<file path="config.mk">
export PLATFORM = sky130hd
export DESIGN_NAME = aux_route_and_link_tuning_regs
export DESIGN_NICKNAME = d
export VERILOG_FILES = /design/src/verilog/aux_route_pkg.sv /design/src/verilog/aux_route_and_link_tuning_regs.sv
export VERILOG_INCLUDE_DIRS = /design/src /design/src/verilog
export SDC_FILE = /design/constraint.sdc
export NUM_CORES = 1
export LEC_CHECK = 0
export BUFFER_PORTS_ARGS = -buffer_cell sky130_fd_sc_hd__clkbuf_2
export CELL_PAD_IN_SITES_DETAIL_PLACEMENT = 1
export CELL_PAD_IN_SITES_GLOBAL_PLACEMENT = 1
export CORE_MARGIN = 4
export CORE_UTILIZATION = 46
export CTS_CLUSTER_DIAMETER = 100
export DETAILED_ROUTE_END_ITERATION = 7
export GPL_ROUTABILITY_DRIVEN = 1
export PLACE_DENSITY = 0.85
export SLEW_MARGIN = 20
export SYNTH_ARGS = -nofsm -noshare
export SYNTH_HDL_FRONTEND = slang
export SYNTH_SLANG_ARGS = --single-unit
</file>
<file path="constraint.sdc">
create_clock -name i_clk -period 10.1 [get_ports i_clk]
set_input_delay 1.01 -clock i_clk [delete_from_list [all_inputs] [get_ports i_clk]]
set_output_delay 1.01 -clock i_clk [all_outputs]
set_load 0.01 [all_outputs]
</file>
<file path="src/verilog/aux_route_map.svh">
// Register offsets, field positions, reset values and timing counts
`ifndef AUX_ROUTE_MAP_SVH
`define AUX_ROUTE_MAP_SVH

// ----------------------------------------------------------------------------
// Register offsets
// ----------------------------------------------------------------------------
`define ADDR_HS_MODES      8'h10
`define ADDR_AUX_MODES     8'h11
`define ADDR_RX_SETTINGS   8'h12
`define ADDR_TERM_PULSE_1  8'h13
`define ADDR_TERM_PULSE_2  8'h14
`define ADDR_RX_EQ_1       8'h15
`define ADDR_RX_EQ_2       8'h16
`define ADDR_TX_SETTINGS   8'h17
`define ADDR_STATUS        8'h18

// ----------------------------------------------------------------------------
// Field positions
// ----------------------------------------------------------------------------
`define FLD_MODE_EN        6
`define FLD_MODE_HI        5
`define FLD_MODE_LO        4
`define FLD_SEL_HI         3
`define FLD_SEL_LO         0
`define FLD_TERM_EN        0
`define FLD_PREEMPH_HI     3
`define FLD_PREEMPH_LO     2
`define FLD_STAT_PULSE     0

// ----------------------------------------------------------------------------
// Reset values
// ----------------------------------------------------------------------------
`define RST_HS_MODES       8'h00
`define RST_AUX_MODES      8'h40
`define RST_RX_SETTINGS    8'h01
`define RST_TERM_PULSE     8'h00
`define RST_RX_EQ          8'h00
`define RST_TX_SETTINGS    8'h00

// ----------------------------------------------------------------------------
// Timing
// ----------------------------------------------------------------------------
`define CLK_KHZ            200000
`define TERM_PULSE_MS      100
`define TERM_PULSE_CYCLES  (`TERM_PULSE_MS * `CLK_KHZ)
`define TERM_CNT_W         25

`endif

</file>
<file path="src/verilog/aux_route_pkg.sv">
// Types shared by the auxiliary routing and link tuning registers
package aux_route_pkg;

  // Bundling mode of a switch
  typedef enum logic [1:0] {
    MODE_QUAD    = 2'b00,
    MODE_DUAL    = 2'b01,
    MODE_SINGLE  = 2'b10,
    MODE_ILLEGAL = 2'b11
  } bundle_mode_t;

  // Termination pulse timer state
  typedef enum logic [0:0] {
    PT_IDLE = 1'b0,
    PT_HOLD = 1'b1
  } pulse_state_t;

  // Register access request
  typedef struct packed {
    logic       wr;
    logic       rd;
    logic [7:0] addr;
    logic [7:0] wdata;
  } reg_req_t;

  // Common line to auxiliary channel connection matrix
  typedef logic [3:0][15:0] aux_matrix_t;

endpackage : aux_route_pkg
</file>
<file path="src/verilog/aux_route_and_link_tuning_regs.sv">
// Auxiliary routing decode, termination pulsing and link tuning registers
//
// Notes on behaviour
// Dual mode ignores top select bit
// Dual low codes route A and C
// Dual high codes route B and D
// Single mode connects exactly one channel
// Single codes 0-7 pick A then B
// Single codes 8-15 pick C then D
// Termination enable gates all input terminations
// Pulse bit 0 keeps termination connected
// Pulse bit 1 disconnects 100 ms on change
// Pulse bits map B, A, C reversed, D reversed
// Equalization bit selects 6 or 12 dB
// Equalization bits use pulse bit order
// Pre-emphasis field drives every output channel
// Mode code 11 ignored, previous mode kept
// Auxiliary disable disconnects all common lines
// Shared counter times the disconnect interval
// Effective selection change starts channel pulses
`timescale 1ns/100ps
`include "aux_route_map.svh"

module aux_route_and_link_tuning_regs
  import aux_route_pkg::*;
#(
  parameter int TERM_PULSE_CYCLES = `TERM_PULSE_CYCLES
) (
  // Clock and reset
  input  wire logic        i_clk,
  input  wire logic        i_rst_n,
  // Register access from the serial bus engine
  input  wire reg_req_t    i_reg_req,
  output logic [7:0]       o_reg_rdata,
  // Auxiliary switch, channel index source*4 + channel
  output aux_matrix_t      o_aux_connect,
  // High speed receiver and transmitter controls, A0..D3 order
  output logic [15:0]      o_hs_select,
  output logic [15:0]      o_term_connect,
  output logic [15:0]      o_eq_high,
  output logic [1:0]       o_preemph_level
);

  // --------------------------------------------------------------------------
  // Functions
  // --------------------------------------------------------------------------

  // Register bit that carries a channel, in A0..D3 order
  function automatic logic [15:0] to_channel_order(input logic [15:0] r);
    logic [15:0] c;
    c = 16'h0000;
    for (int n = 0; n < 4; n++) begin
      c[n]      = r[4 + n];
      c[4 + n]  = r[n];
      c[8 + n]  = r[11 - n];
      c[12 + n] = r[15 - n];
    end
    return c;
  endfunction : to_channel_order

  // Effective high speed channel selection
  function automatic logic [15:0] hs_mask(input logic [7:0] m);
    logic [15:0] k;
    k = 16'h0000;
    if (m[`FLD_MODE_EN]) begin
      case (bundle_mode_t'(m[`FLD_MODE_HI:`FLD_MODE_LO]))
        MODE_QUAD:   k[{m[1:0], 2'b00} +: 4] = 4'hF;
        MODE_DUAL:   k[{m[2:0], 1'b0} +: 2] = 2'h3;
        MODE_SINGLE: k[m[3:0]] = 1'b1;
        default:     k = 16'h0000;
      endcase
    end
    return k;
  endfunction : hs_mask

  // Auxiliary connection matrix
  function automatic aux_matrix_t aux_route(input logic [7:0] m);
    aux_matrix_t x;
    logic [3:0]  s;
    x = '0;
    s = m[`FLD_SEL_HI:`FLD_SEL_LO];
    if (m[`FLD_MODE_EN]) begin
      case (bundle_mode_t'(m[`FLD_MODE_HI:`FLD_MODE_LO]))
        MODE_QUAD: begin
          for (int l = 0; l < 4; l++) begin
            x[l][{s[1:0], 2'b00} + 4'(l)] = 1'b1;
          end
        end
        MODE_DUAL: begin
          // Top bit dropped; bit 2 picks A/C or B/D pair R01
          x[0][{1'b0, s[2], s[1:0]}] = 1'b1;
          x[1][{1'b0, s[2], s[1:0]}] = 1'b1;
          x[2][{1'b1, s[2], s[1:0]}] = 1'b1;
          x[3][{1'b1, s[2], s[1:0]}] = 1'b1;
        end
        MODE_SINGLE: begin
          for (int l = 0; l < 4; l++) begin
            x[l][s] = 1'b1;
          end
        end
        default: x = '0;
      endcase
    end
    return x;
  endfunction : aux_route

  // --------------------------------------------------------------------------
  // Registers and decode
  // --------------------------------------------------------------------------
  logic [7:0]   hs_modes_reg;
  logic [7:0]   hs_modes_next;
  logic [7:0]   aux_modes_reg;
  logic [7:0]   aux_modes_next;
  logic [7:0]   receiver_settings_reg;
  logic [7:0]   input_term_pulse_1_reg;
  logic [7:0]   input_term_pulse_2_reg;
  logic [7:0]   receive_equalizer_1_reg;
  logic [7:0]   receive_equalizer_2_reg;
  logic [7:0]   transmitter_settings_reg;
  logic [7:0]   rdata_next;
  logic [15:0]  pulse_canon;
  logic [15:0]  sel_old;
  logic [15:0]  sel_new;
  logic [15:0]  changed;
  logic [15:0]  pending_reg;
  logic [15:0]  pending_next;
  logic [`TERM_CNT_W-1:0] cnt_reg;
  logic [`TERM_CNT_W-1:0] cnt_next;
  logic         cnt_done;
  logic         trigger;
  logic         wr_hs;
  logic         wr_aux;
  logic         term_enable;
  logic [15:0]  term_next;
  pulse_state_t state_reg;
  pulse_state_t state_next;

  // Write strobes per register
  wire wr_rx  = i_reg_req.wr && (i_reg_req.addr == `ADDR_RX_SETTINGS);
  wire wr_pt1 = i_reg_req.wr && (i_reg_req.addr == `ADDR_TERM_PULSE_1);
  wire wr_pt2 = i_reg_req.wr && (i_reg_req.addr == `ADDR_TERM_PULSE_2);
  wire wr_eq1 = i_reg_req.wr && (i_reg_req.addr == `ADDR_RX_EQ_1);
  wire wr_eq2 = i_reg_req.wr && (i_reg_req.addr == `ADDR_RX_EQ_2);
  wire wr_tx  = i_reg_req.wr && (i_reg_req.addr == `ADDR_TX_SETTINGS);
  assign wr_hs  = i_reg_req.wr && (i_reg_req.addr == `ADDR_HS_MODES);
  assign wr_aux = i_reg_req.wr && (i_reg_req.addr == `ADDR_AUX_MODES);

  // Mode code 11 keeps the previous mode, other fields still written
  wire hs_mode_ok  = i_reg_req.wdata[`FLD_MODE_HI:`FLD_MODE_LO] != MODE_ILLEGAL;
  assign hs_modes_next = !wr_hs ? hs_modes_reg :
                         hs_mode_ok ? i_reg_req.wdata :
                         {i_reg_req.wdata[7:6], hs_modes_reg[5:4], i_reg_req.wdata[3:0]};
  assign aux_modes_next = !wr_aux ? aux_modes_reg :
                          (i_reg_req.wdata[`FLD_MODE_HI:`FLD_MODE_LO] != MODE_ILLEGAL) ? i_reg_req.wdata :
                          {i_reg_req.wdata[7:6], aux_modes_reg[5:4], i_reg_req.wdata[3:0]};

  // Read multiplexer, unmapped addresses read zero
  assign rdata_next = (i_reg_req.addr == `ADDR_HS_MODES)     ? hs_modes_reg :
                      (i_reg_req.addr == `ADDR_AUX_MODES)    ? aux_modes_reg :
                      (i_reg_req.addr == `ADDR_RX_SETTINGS)  ? receiver_settings_reg :
                      (i_reg_req.addr == `ADDR_TERM_PULSE_1) ? input_term_pulse_1_reg :
                      (i_reg_req.addr == `ADDR_TERM_PULSE_2) ? input_term_pulse_2_reg :
                      (i_reg_req.addr == `ADDR_RX_EQ_1)      ? receive_equalizer_1_reg :
                      (i_reg_req.addr == `ADDR_RX_EQ_2)      ? receive_equalizer_2_reg :
                      (i_reg_req.addr == `ADDR_TX_SETTINGS)  ? transmitter_settings_reg :
                      (i_reg_req.addr == `ADDR_STATUS)       ? {7'h00, state_reg == PT_HOLD} :
                      8'h00;

  // Register storage and read data
  always_ff @(posedge i_clk) begin
    if (!i_rst_n) begin
      hs_modes_reg             <= `RST_HS_MODES;
      aux_modes_reg            <= `RST_AUX_MODES;
      receiver_settings_reg    <= `RST_RX_SETTINGS;
      input_term_pulse_1_reg   <= `RST_TERM_PULSE;
      input_term_pulse_2_reg   <= `RST_TERM_PULSE;
      receive_equalizer_1_reg  <= `RST_RX_EQ;
      receive_equalizer_2_reg  <= `RST_RX_EQ;
      transmitter_settings_reg <= `RST_TX_SETTINGS;
      o_reg_rdata              <= 8'h00;
    end else begin
      hs_modes_reg  <= hs_modes_next;
      aux_modes_reg <= aux_modes_next;
      if (wr_rx)  receiver_settings_reg    <= {7'h00, i_reg_req.wdata[`FLD_TERM_EN]};
      if (wr_pt1) input_term_pulse_1_reg   <= i_reg_req.wdata;
      if (wr_pt2) input_term_pulse_2_reg   <= i_reg_req.wdata;
      if (wr_eq1) receive_equalizer_1_reg  <= i_reg_req.wdata;
      if (wr_eq2) receive_equalizer_2_reg  <= i_reg_req.wdata;
      if (wr_tx)  transmitter_settings_reg <= {4'h0, i_reg_req.wdata[3:0]};
      if (i_reg_req.rd) o_reg_rdata <= rdata_next;
    end
  end

  // --------------------------------------------------------------------------
  // Termination pulsing
  // --------------------------------------------------------------------------

  // Pulse bits in channel order and selection change detect
  assign pulse_canon = to_channel_order({input_term_pulse_2_reg, input_term_pulse_1_reg});
  assign sel_old     = hs_mask(hs_modes_reg);
  assign sel_new     = hs_mask(hs_modes_next);
  assign changed     = sel_old ^ sel_new;
  assign trigger     = wr_hs && (changed & pulse_canon) != 16'h0000;
  assign cnt_done    = cnt_reg == `TERM_CNT_W'(TERM_PULSE_CYCLES - 1);
  assign term_enable = receiver_settings_reg[`FLD_TERM_EN];

  // Timer next state; a new change restarts the shared interval
  always_comb begin
    state_next   = state_reg;
    cnt_next     = cnt_reg;
    pending_next = pending_reg;
    case (state_reg)
      PT_IDLE: begin
        if (trigger) begin
          state_next   = PT_HOLD;
          cnt_next     = '0;
          pending_next = changed & pulse_canon;
        end
      end
      PT_HOLD: begin
        if (trigger) begin
          cnt_next     = '0;
          pending_next = pending_reg | (changed & pulse_canon);
        end else if (cnt_done) begin
          state_next   = PT_IDLE;
          pending_next = 16'h0000;
        end else begin
          cnt_next = cnt_reg + `TERM_CNT_W'(1);
        end
      end
      default: begin
        state_next   = PT_IDLE;
        pending_next = 16'h0000;
      end
    endcase
  end

  // Connected unless disabled or pulsed inside a disconnect interval
  assign term_next = (state_next == PT_HOLD) ? ({16{term_enable}} & ~pending_next) : {16{term_enable}};

  // Timer and output flip-flops
  always_ff @(posedge i_clk) begin
    if (!i_rst_n) begin
      state_reg      <= PT_IDLE;
      cnt_reg        <= '0;
      pending_reg    <= 16'h0000;
      o_term_connect <= 16'h0000;
      o_aux_connect  <= '0;
      o_hs_select    <= 16'h0000;
      o_eq_high      <= 16'h0000;
      o_preemph_level <= 2'b00;
    end else begin
      state_reg      <= state_next;
      cnt_reg        <= cnt_next;
      pending_reg    <= pending_next;
      o_term_connect <= term_next;
      o_aux_connect  <= aux_route(aux_modes_next);
      o_hs_select    <= sel_new;
      o_eq_high      <= to_channel_order({receive_equalizer_2_reg, receive_equalizer_1_reg});
      o_preemph_level <= transmitter_settings_reg[`FLD_PREEMPH_HI:`FLD_PREEMPH_LO];
    end
  end

  wire aux_dual   = aux_modes_reg[`FLD_MODE_EN] && aux_modes_reg[5:4] == MODE_DUAL;
  wire aux_single = aux_modes_reg[`FLD_MODE_EN] && aux_modes_reg[5:4] == MODE_SINGLE;
endmodule : aux_route_and_link_tuning_regs

</file>
; Word-level counts from Yosys, hierarchy flattened
; Index checks and enable logic that the tools add are counted.
[word_totals]
ff_bits = 217
in_bits = 20
[classes]
add_sub_neg = 8
n_lt_le_gt_ge = 18
eq_ne = 19
n_shift = 8
mux = 49
bitwise = 10
reduce_logical = 24
[ops]
columns = operator, count
row1 = 64-bit one-hot mux with 3 select lines, 1
row2 = 16-bit AND, 6
row3 = 16-bit two-way mux, 6
row4 = 16-bit one-hot mux with 3 select lines, 2
row5 = 25-bit two-way mux, 3
row6 = 8-bit by 5-bit == test with 1-bit output (second input constant), 9
row7 = 8-bit two-way mux, 7
row8 = 25-bit one-hot mux with 2 select lines, 1
row9 = 4-bit by 5-bit < comparator with 1-bit output (second input constant), 8
row10 = 4-bit by 1-bit >= comparator with 1-bit output (second input constant), 8
row11 = 16-bit one-hot mux with 2 select lines, 1
row12 = 2-bit by 6-bit variable shift with 16-bit output (first input constant), 2
row13 = 4-bit by 6-bit variable shift with 16-bit output (first input constant), 2
row14 = 2-bit by 6-bit variable part select with 16-bit output (first input constant), 2
row15 = 4-bit by 6-bit variable part select with 16-bit output (first input constant), 2
row16 = 25-bit by 1-bit adder with 25-bit output (second input constant), 1
row17 = 25-bit == test (second input constant), 1
row18 = 1-bit demux with 4-bit select, 6
row19 = 4-bit negation with 6-bit output, 4
row20 = 1-bit logical AND, 18
row21 = 16-bit NOT, 1
row22 = 16-bit bitwise OR, 1
row23 = 16-bit nonzero test, 1
row24 = 16-bit bitwise XOR, 1
row25 = 18 further kinds, 42

; Longest topological paths before layout
; Gate-level depths: netlist (run 1).
[logic_depth]
word_depth = 18
mapped_depth = 20
mapped_depth_nobuf = 16

; Worst setup path before layout (run 1)
; No wires, ideal clock.
[synth_path]
path_type = input to register
startpoint = input port i_reg_req[9] in the netlist's numbering
endpoint = register cnt_reg[14]
setup_ns = 0.062
t_arrival_ns = 5.299
path_slack_ns = 4.740
path_stages = 19
n_path_buf = 4
cell_sequence = buf_4 -> nor4_4 -> nand3_1 -> clkbuf_1 -> mux2i_1 -> ha_1 -> ha_1 -> inv_1 -> a2111oi_0 -> a31oi_2 -> a21oi_1 -> o21ai_1 -> or4_4 -> nor4b_4 -> a21oi_2 -> nand2b_1 -> buf_6 -> buf_6 -> nor2_4
[synth_between]
elab_chain_len = 15
elab_cells_between_ends = 30
classes_between = add/sub: 2 / order compare: 2 / eq/ne: 5 / shift: 4 / mux: 7 / bitwise: 4 / reduce/logical: 6
[synth_lines]
columns = item, line_no
row1 = from (decl), aux_route_and_link_tuning_regs.sv:33  ; input wire reg_req_t i_reg_req,
row2 = 8-bit by 5-bit == test with 1-bit output (no source line) *, --
row3 = 1-bit logical AND *, aux_route_and_link_tuning_regs.sv:145  ; assign wr_hs = i_reg_req.wr && (i_reg_req.addr == `ADDR_HS_MODES);
row4 = branches (longest 10 deep; another with 4-bit negation with 6-bit output), --
row5 = 1-bit logical AND *, aux_route_and_link_tuning_regs.sv:203  ; assign trigger = wr_hs && (changed & pulse_canon) != 16'h0000;
row6 = 25-bit two-way mux (tied with other cells), aux_route_and_link_tuning_regs.sv:221  ; if (trigger) begin
row7 = 25-bit one-hot mux with 2 select lines or 2-bit AND reduction (tied branches), --
row8 = to (signal assigned), aux_route_and_link_tuning_regs.sv:254  ; cnt_reg <= cnt_next;
row9 = to (decl), aux_route_and_link_tuning_regs.sv:127  ; logic [`TERM_CNT_W-1:0] cnt_reg;
; Mark *: on every way between the ends.
; A chain may end at the register's enable or synchronous reset.

; Final worst setup path (run 1)
[layout_path]
startpoint = input port i_reg_req[9] in the netlist's numbering
endpoint = register cnt_reg[6]
; Same word-level chain as after synthesis.

==> results of run 1 <==
placed cells by master (no fill, tap or decap), types with 9 or more instances in the layout:
master	count
a21oi_1	59
a31oi_1	14
and2_1	31
and3_1	15
buf_4	12
clkbuf_16	22
clkbuf_2	141
dfxtp_1	201
ha_1	13
inv_1	28
mux2i_1	45
nand2_1	111
nand2b_1	20
nand3_1	30
nand4_1	10
nor2_1	128
nor2_4	10
nor2b_1	14
nor3_1	15
o2111ai_1	11
o211a_1	9
o211ai_1	9
o21ai_0	50
or2_2	9
xnor2_1	13
xor2_1	17
metal layers:
metal  up-vias  global-route usage  wire length [µm]
met5         -                   0                 0
met4         0              0.0784               738
met3        54              0.0398              1860
met2       267               0.435             14700
met1      4148               0.339             12900
li1       3963                   -                 -
power groups by stage:
stage               logic [µW]  clock network [µW]  registers [µW]
detailed placement        62.2                   0             820
finish                    63.6                 826             802
floorplan                 35.3                   0             822
global route              68.4                 872             802
global placement          61.4                   0             820
CTS                       62.9                 840             802
worst max-delay path by stage:
| stage | startpoint | to | depth (start not counted) |
|---|---|---|---|
| finish | i_reg_req[9] | cnt_reg[6] | 17 |
| CTS | i_reg_req[9] | cnt_reg[6] | 17 |
| floorplan | i_reg_req[9] | cnt_reg[14] | 19 |
| global route | i_reg_req[9] | cnt_reg[5] | 17 |
| global placement | i_reg_req[9] | cnt_reg[13] | 17 |
| detailed placement | i_reg_req[9] | cnt_reg[12] | 17 |
worst max-delay path, stage by stage:
cell and delay [ns]:
clkbuf_2 0.36, nor4_4 0.70, nand3_1 0.66, mux2i_1 0.69, ha_1 0.41, ha_1 0.23, inv_1 0.07, a2111oi_0 0.50
a31oi_2 0.28, a2111o_1 0.47, o21ai_1 0.19, or4_4 0.20, nor4b_4 0.05, a21oi_2 0.58, nand2b_1 0.19, buf_4 0.39
nor2_1 0.11
cells by family after synthesis:
kind of cell             Yosys count  synth area share
AND/OR/NAND/NOR                  437             0.239
AO/OA/AOI/OAI                    232             0.173
flip-flops                       201             0.428
buffers and inverters            104            0.0537
multiplexers                      52            0.0611
XOR/XNOR                          30            0.0280
adder cells (fa/ha/maj)           13            0.0173
cell type report:
cell class                 count  area (µm²)
timing repair buffer         153         796
sequential                   201        4020
inverter                      28         105
fill                        2419        9290
clock buffer                  29         627
tap                          270         338
multi-input combinational    764        4870
clock inverter                 9         119
metrics by stage:
stage | hold slack, ns | cell area (µm²) | total power, µW
detailed placement | 0.429 | 10100 | 882
global placement | 0.422 | 10100 | 881
floorplan | 0.406 | 9400 | 857
CTS | 0.442 | 10900 | 1700
global route | 0.466 | 10900 | 1740
finish | 0.445 | 10900 | 1690
==> results.cfg, run 1 <==
[outcome]
run_status = completed

[layout]
fin_util = 0.540
drive_above_1_share = 0.203
largest_reg_flops = 48
nNetsFinal = 1203
final_cells = 1454
syn_to_final_growth_pct = 15.8
antenna_cells = 0

[yosys]
ys_types = 81
ys.flop_type = dfxtp_1
syn_area_um2 = 9400
ys_warn_count = 0
avgSynthCellArea_um2 = 8.79
synth_most_common_cell = dfxtp_1
yosysTopAreaCellShare = 0.428
ys_top_cells_by_area = dfxtp_1 (43%), nor2_1 (5.1%), mux2i_1 (4.8%)
syn_nets = 1102
syn_inst = 1069
synthArstFlopShare = 0
ys_seq_elements = 201
yosys-top-cells-count = dfxtp_1 (201), nor2_1 (128), nand2_1 (111)
yosysSeqAreaShare = 0.428
yosys.area.top_type = dfxtp_1
synth_edf_count = 0

[timing]
max_slew_margin = 0.375
period_share = 0.667
setup_tns_ns = 0
slew_violations = 0
rsz0062_at_grt = false
min_period_ns = 6.74
worst_pin_slew_ns = 0.931
hold_viol = 0
setup_viol = 0
worst_slack_ns = 3.36
fin_skew_ns = 0.0163
clock.fmax_mhz = 148

[drt]
drcViolationCount = 0
ant_nets = 0
drtIter0Drc = 644
wl_per_cell_um = 20.7
dr.pass1.iters = 5
routed_via_density = 5.80
drt_wl_total_um = 30200
vias = 8432

[critical_path]
rrSetupSlack_ns = 5.35
regToRegStartpoint = hs_modes_reg[0]
crit_fanout = 28
worstSetupPathType = in -> reg
cp-end-kind = flop
worstPathRequired_ns = 10.48
r2r_cells = 14
cp.arrival_ns = 7.11
r2r-end = cnt_reg[6]
crit_path_start_kind = input port

[place]
gp_congestion = 0.968
place.detailed.hpwl_um = 21400
port-buffer-count = 141
place_inst = 1416
post-place-ws_ns = 2.99

[die]
die_w_um = 151
rows = 52
initial_utilization = 0.466
die_h_um = 151
coreArea_um2 = 20200
num_io_pins = 142
dieArea_um2 = 22800

[clock_network]
clk_pin_slew_ns = 0.06
post_cts_resized = 0
cts_setup_buffers = 0
htreeDepth = 1
ctsHoldBuffers = 0
clockBufferDepth = 3
clk-insertion-delay-late_ns = 0.52
ctsRootBufferMaster = clkbuf_16
cts_tree = done
cts_buffers = 22
cts_sinks = 201

[global_routing]
track_usage = 0.257
grt_max_degree = 57
grt_first_pass_wirelength_um = 46600
grt-ovfl-total = 0
grt_pass1_vias = 8434
grt_antenna_before_repair = 0

[hold_path]
min-delay-start = pending_reg[3]
hold_end = o_term_connect[3]
min_path_cells = 1
min_path_type = reg -> reg

[power]
peakVddDrop_v = 0.000120
p_sw_frac = 0.228
p_sw_uw = 386
p_per_area_nw_per_um2 = 155
seqPwrFrac = 0.474
leakagePower_uw = 0.00433
intPower_uw = 1310
combPwrFrac = 0.038
pwr-share-clk = 0.488

[run]
drv_cap = 0
No activity file was read; power rests on OpenSTA's default activity.
==> run 2, diff against run 1 <==
--- a/config.mk
+++ b/config.mk
@@ -10,11 +10,11 @@
 export CELL_PAD_IN_SITES_DETAIL_PLACEMENT = 1
 export CELL_PAD_IN_SITES_GLOBAL_PLACEMENT = 1
 export CORE_MARGIN = 4
-export CORE_UTILIZATION = 46
+export CORE_UTILIZATION = 39
 export CTS_CLUSTER_DIAMETER = 100
 export DETAILED_ROUTE_END_ITERATION = 7
 export GPL_ROUTABILITY_DRIVEN = 1
-export PLACE_DENSITY = 0.85
+export PLACE_DENSITY = 0.77
 export SLEW_MARGIN = 20
 export SYNTH_ARGS = -nofsm -noshare
 export SYNTH_HDL_FRONTEND = slang
==> constraint.sdc (replaced) <==
create_clock -name i_clk -period 5.4 [get_ports i_clk]
set_input_delay 0.54 -clock i_clk [delete_from_list [all_inputs] [get_ports i_clk]]
set_output_delay 0.54 -clock i_clk [all_outputs]
set_load 0.01 [all_outputs]
==> run 2 against run 1 <==
Net effect:
- count of clock-buffer cells in the layout is 2 higher
- cell count is 4.1% higher
- clock power is 78% higher
- clock skew is 0.0094 ns higher
- worst setup slack worse by 2.6 ns
- critical path depth stayed put
- critical endpoint is now o_term_connect[15]
==> results.cfg, run 2 (same netlist as run 1, synthesis figures left out) <==
[outcome]
run_status = completed

[critical_path]
worstSetupPathType = in -> reg
slowest_delay_ns = 0.56
critical_path_buf_inv_count = 3
crit_path_start_kind = input port
cp-end-kind = flop
r2r_cells = 13
cp_slowest_cell = or4_4
cp_cell_sequence = clkbuf_2 -> nor4_4 -> nand3_1 -> buf_4 -> mux2i_1 -> ha_1 -> ha_1 -> inv_1 -> a2111oi_0 -> a31oi_2 -> a21oi_1 -> o21ai_1 -> or4_4 -> nor4b_4 -> a21oi_2 -> a21o_1 -> a211oi_2
rrSetupSlack_ns = 1.12
path_depth = 17
cp.arrival_ns = 5.03
cpMostUsedCell = ha_1
crit_family = compound AO/OA/AOI/OAI gates
crit_fanout = 13
worstPathRequired_ns = 5.80

[clock_network]
clk-insertion-delay-late_ns = 0.52
ctsHoldBuffers = 0
clk_pin_slew_ns = 0.06
htreeDepth = 1
clockBufferDepth = 3
ctsRootBufferMaster = clkbuf_16
cts_buffers = 23
cts_tree = done
cts_sinks = 201
post_cts_resized = 0
cts_setup_buffers = 0

[power]
leakagePower_uw = 0.00436
p_per_area_nw_per_um2 = 282
total_power_uw = 3090
peakVddDrop_v = 0.000251

[global_routing]
top_usage_layer = met2
grt_antenna_before_repair = 2
grt-ovfl-total = 0
track_usage = 0.211
gr-usage-met3 = 0.0290
grt_pass1_vias = 8279
grtUsageMet1 = 0.280
grt_max_degree = 34
grt_first_pass_wirelength_um = 45300
grt_util_met2 = 0.363

[drt]
dr.pass1.iters = 5
drcViolationCount = 0
routed_via_density = 5.51
ant_nets = 0
wl_per_cell_um = 19.3
vias = 8334
drt_wl_total_um = 29100
drtIter0Drc = 425

[timing]
setup_viol = 0
fin_skew_ns = 0.0257
rsz0062_at_grt = false
min_period_ns = 4.63
max_slew_margin = 0.462
clock.fmax_mhz = 216
worst_slack_ns = 0.771
worst_pin_slew_ns = 0.800
hold_viol = 0
period_share = 0.857
slew_violations = 0
setup_tns_ns = 0

[die]
die_h_um = 163
num_io_pins = 142
rows = 56
initial_utilization = 0.398
dieArea_um2 = 26600
die_w_um = 163
coreArea_um2 = 23600

[run]
drv_cap = 0

[place]
post-place-ws_ns = 0.329
gp_congestion = 0.911
place.detailed.hpwl_um = 21100
port-buffer-count = 141

[layout]
syn_to_final_growth_pct = 16.8
drive_above_1_share = 0.209
largest_reg_flops = 48
nNetsFinal = 1211
layout_common_cells = dfxtp_1 (201), clkbuf_2 (141), nor2_1 (128), nand2_1 (111), a21oi_1 (59)
final_common_cell = dfxtp_1

[hold_path]
min_path_cells = 3
min_path_type = in -> reg
run 2: changes by cell type in the layout (fill, tap and decap cells not counted):
cell,delta
buf_4,+7
clkinv_2,+4
bufinv_16,-2
clkbuf_1,+1
clkbuf_16,+1
clkinv_8,-1
clkinvlp_4,-1
diode_2,+1
nor4_1,-1
nor4_2,+1
run 2: final cells by class:
cell class,instances,area (µm²)
repair buffers,160,848
flip-flops and latches,201,4020
multi-input cells,764,4880
well taps,319,399
diodes,1,2.50
clock buffers,31,656
inverters,28,105
clock inverters,9,55.1
fillers,2848,12600
run 2: final timing paths:
kind,from,endpoint
hold / removal,i_reg_req[7],hs_modes_reg[7]
hold reg to reg,pending_reg[0],o_term_connect[0]
setup / recovery,i_reg_req[9],o_term_connect[15]
setup reg to reg,hs_modes_reg[1],o_term_connect[15]
run 2: power breakdown:
| group | switching (µW) | internal (µW) | leakage [µW] |
|---|---|---|---|
| sequential | 5.48 | 1490 | 0.00163 |
| combinational | 84.6 | 34.6 | 0.00237 |
| clock | 621 | 850 | 0.000355 |
| total | 711 | 2380 | 0.00436 |
run 2: stage by stage:
stage	cells	hold slack, ns	utilization	area, µm²
2_1_floorplan	1069	0.406	-	9400
3_5_place_dp	1472	0.421	0.434	10300
6_report	1513	0.419	0.465	11000
5_1_grt	1513	0.450	0.465	11000
4_1_cts	1512	0.423	0.464	11000
3_3_place_gp	1472	0.432	0.434	10300
run 2: worst register-to-register path: cells and delay by family (launching register included):
kind | cells | cell delay (ns)
muxes | 1 | 0.24
and+or+nand+nor | 2 | 0.86
buffers and inverters | 1 | 0.07
adders and majority gates | 2 | 0.61
DFF | 1 | 0.49
AOI/OAI and AO/OA | 7 | 1.91
run 2: per-layer routing:
layer	part of all wire	vias up
li1	-	3966
met5	0.00048	-
met1	0.44	4074
met4	0.024	2
met2	0.48	244
met3	0.059	48
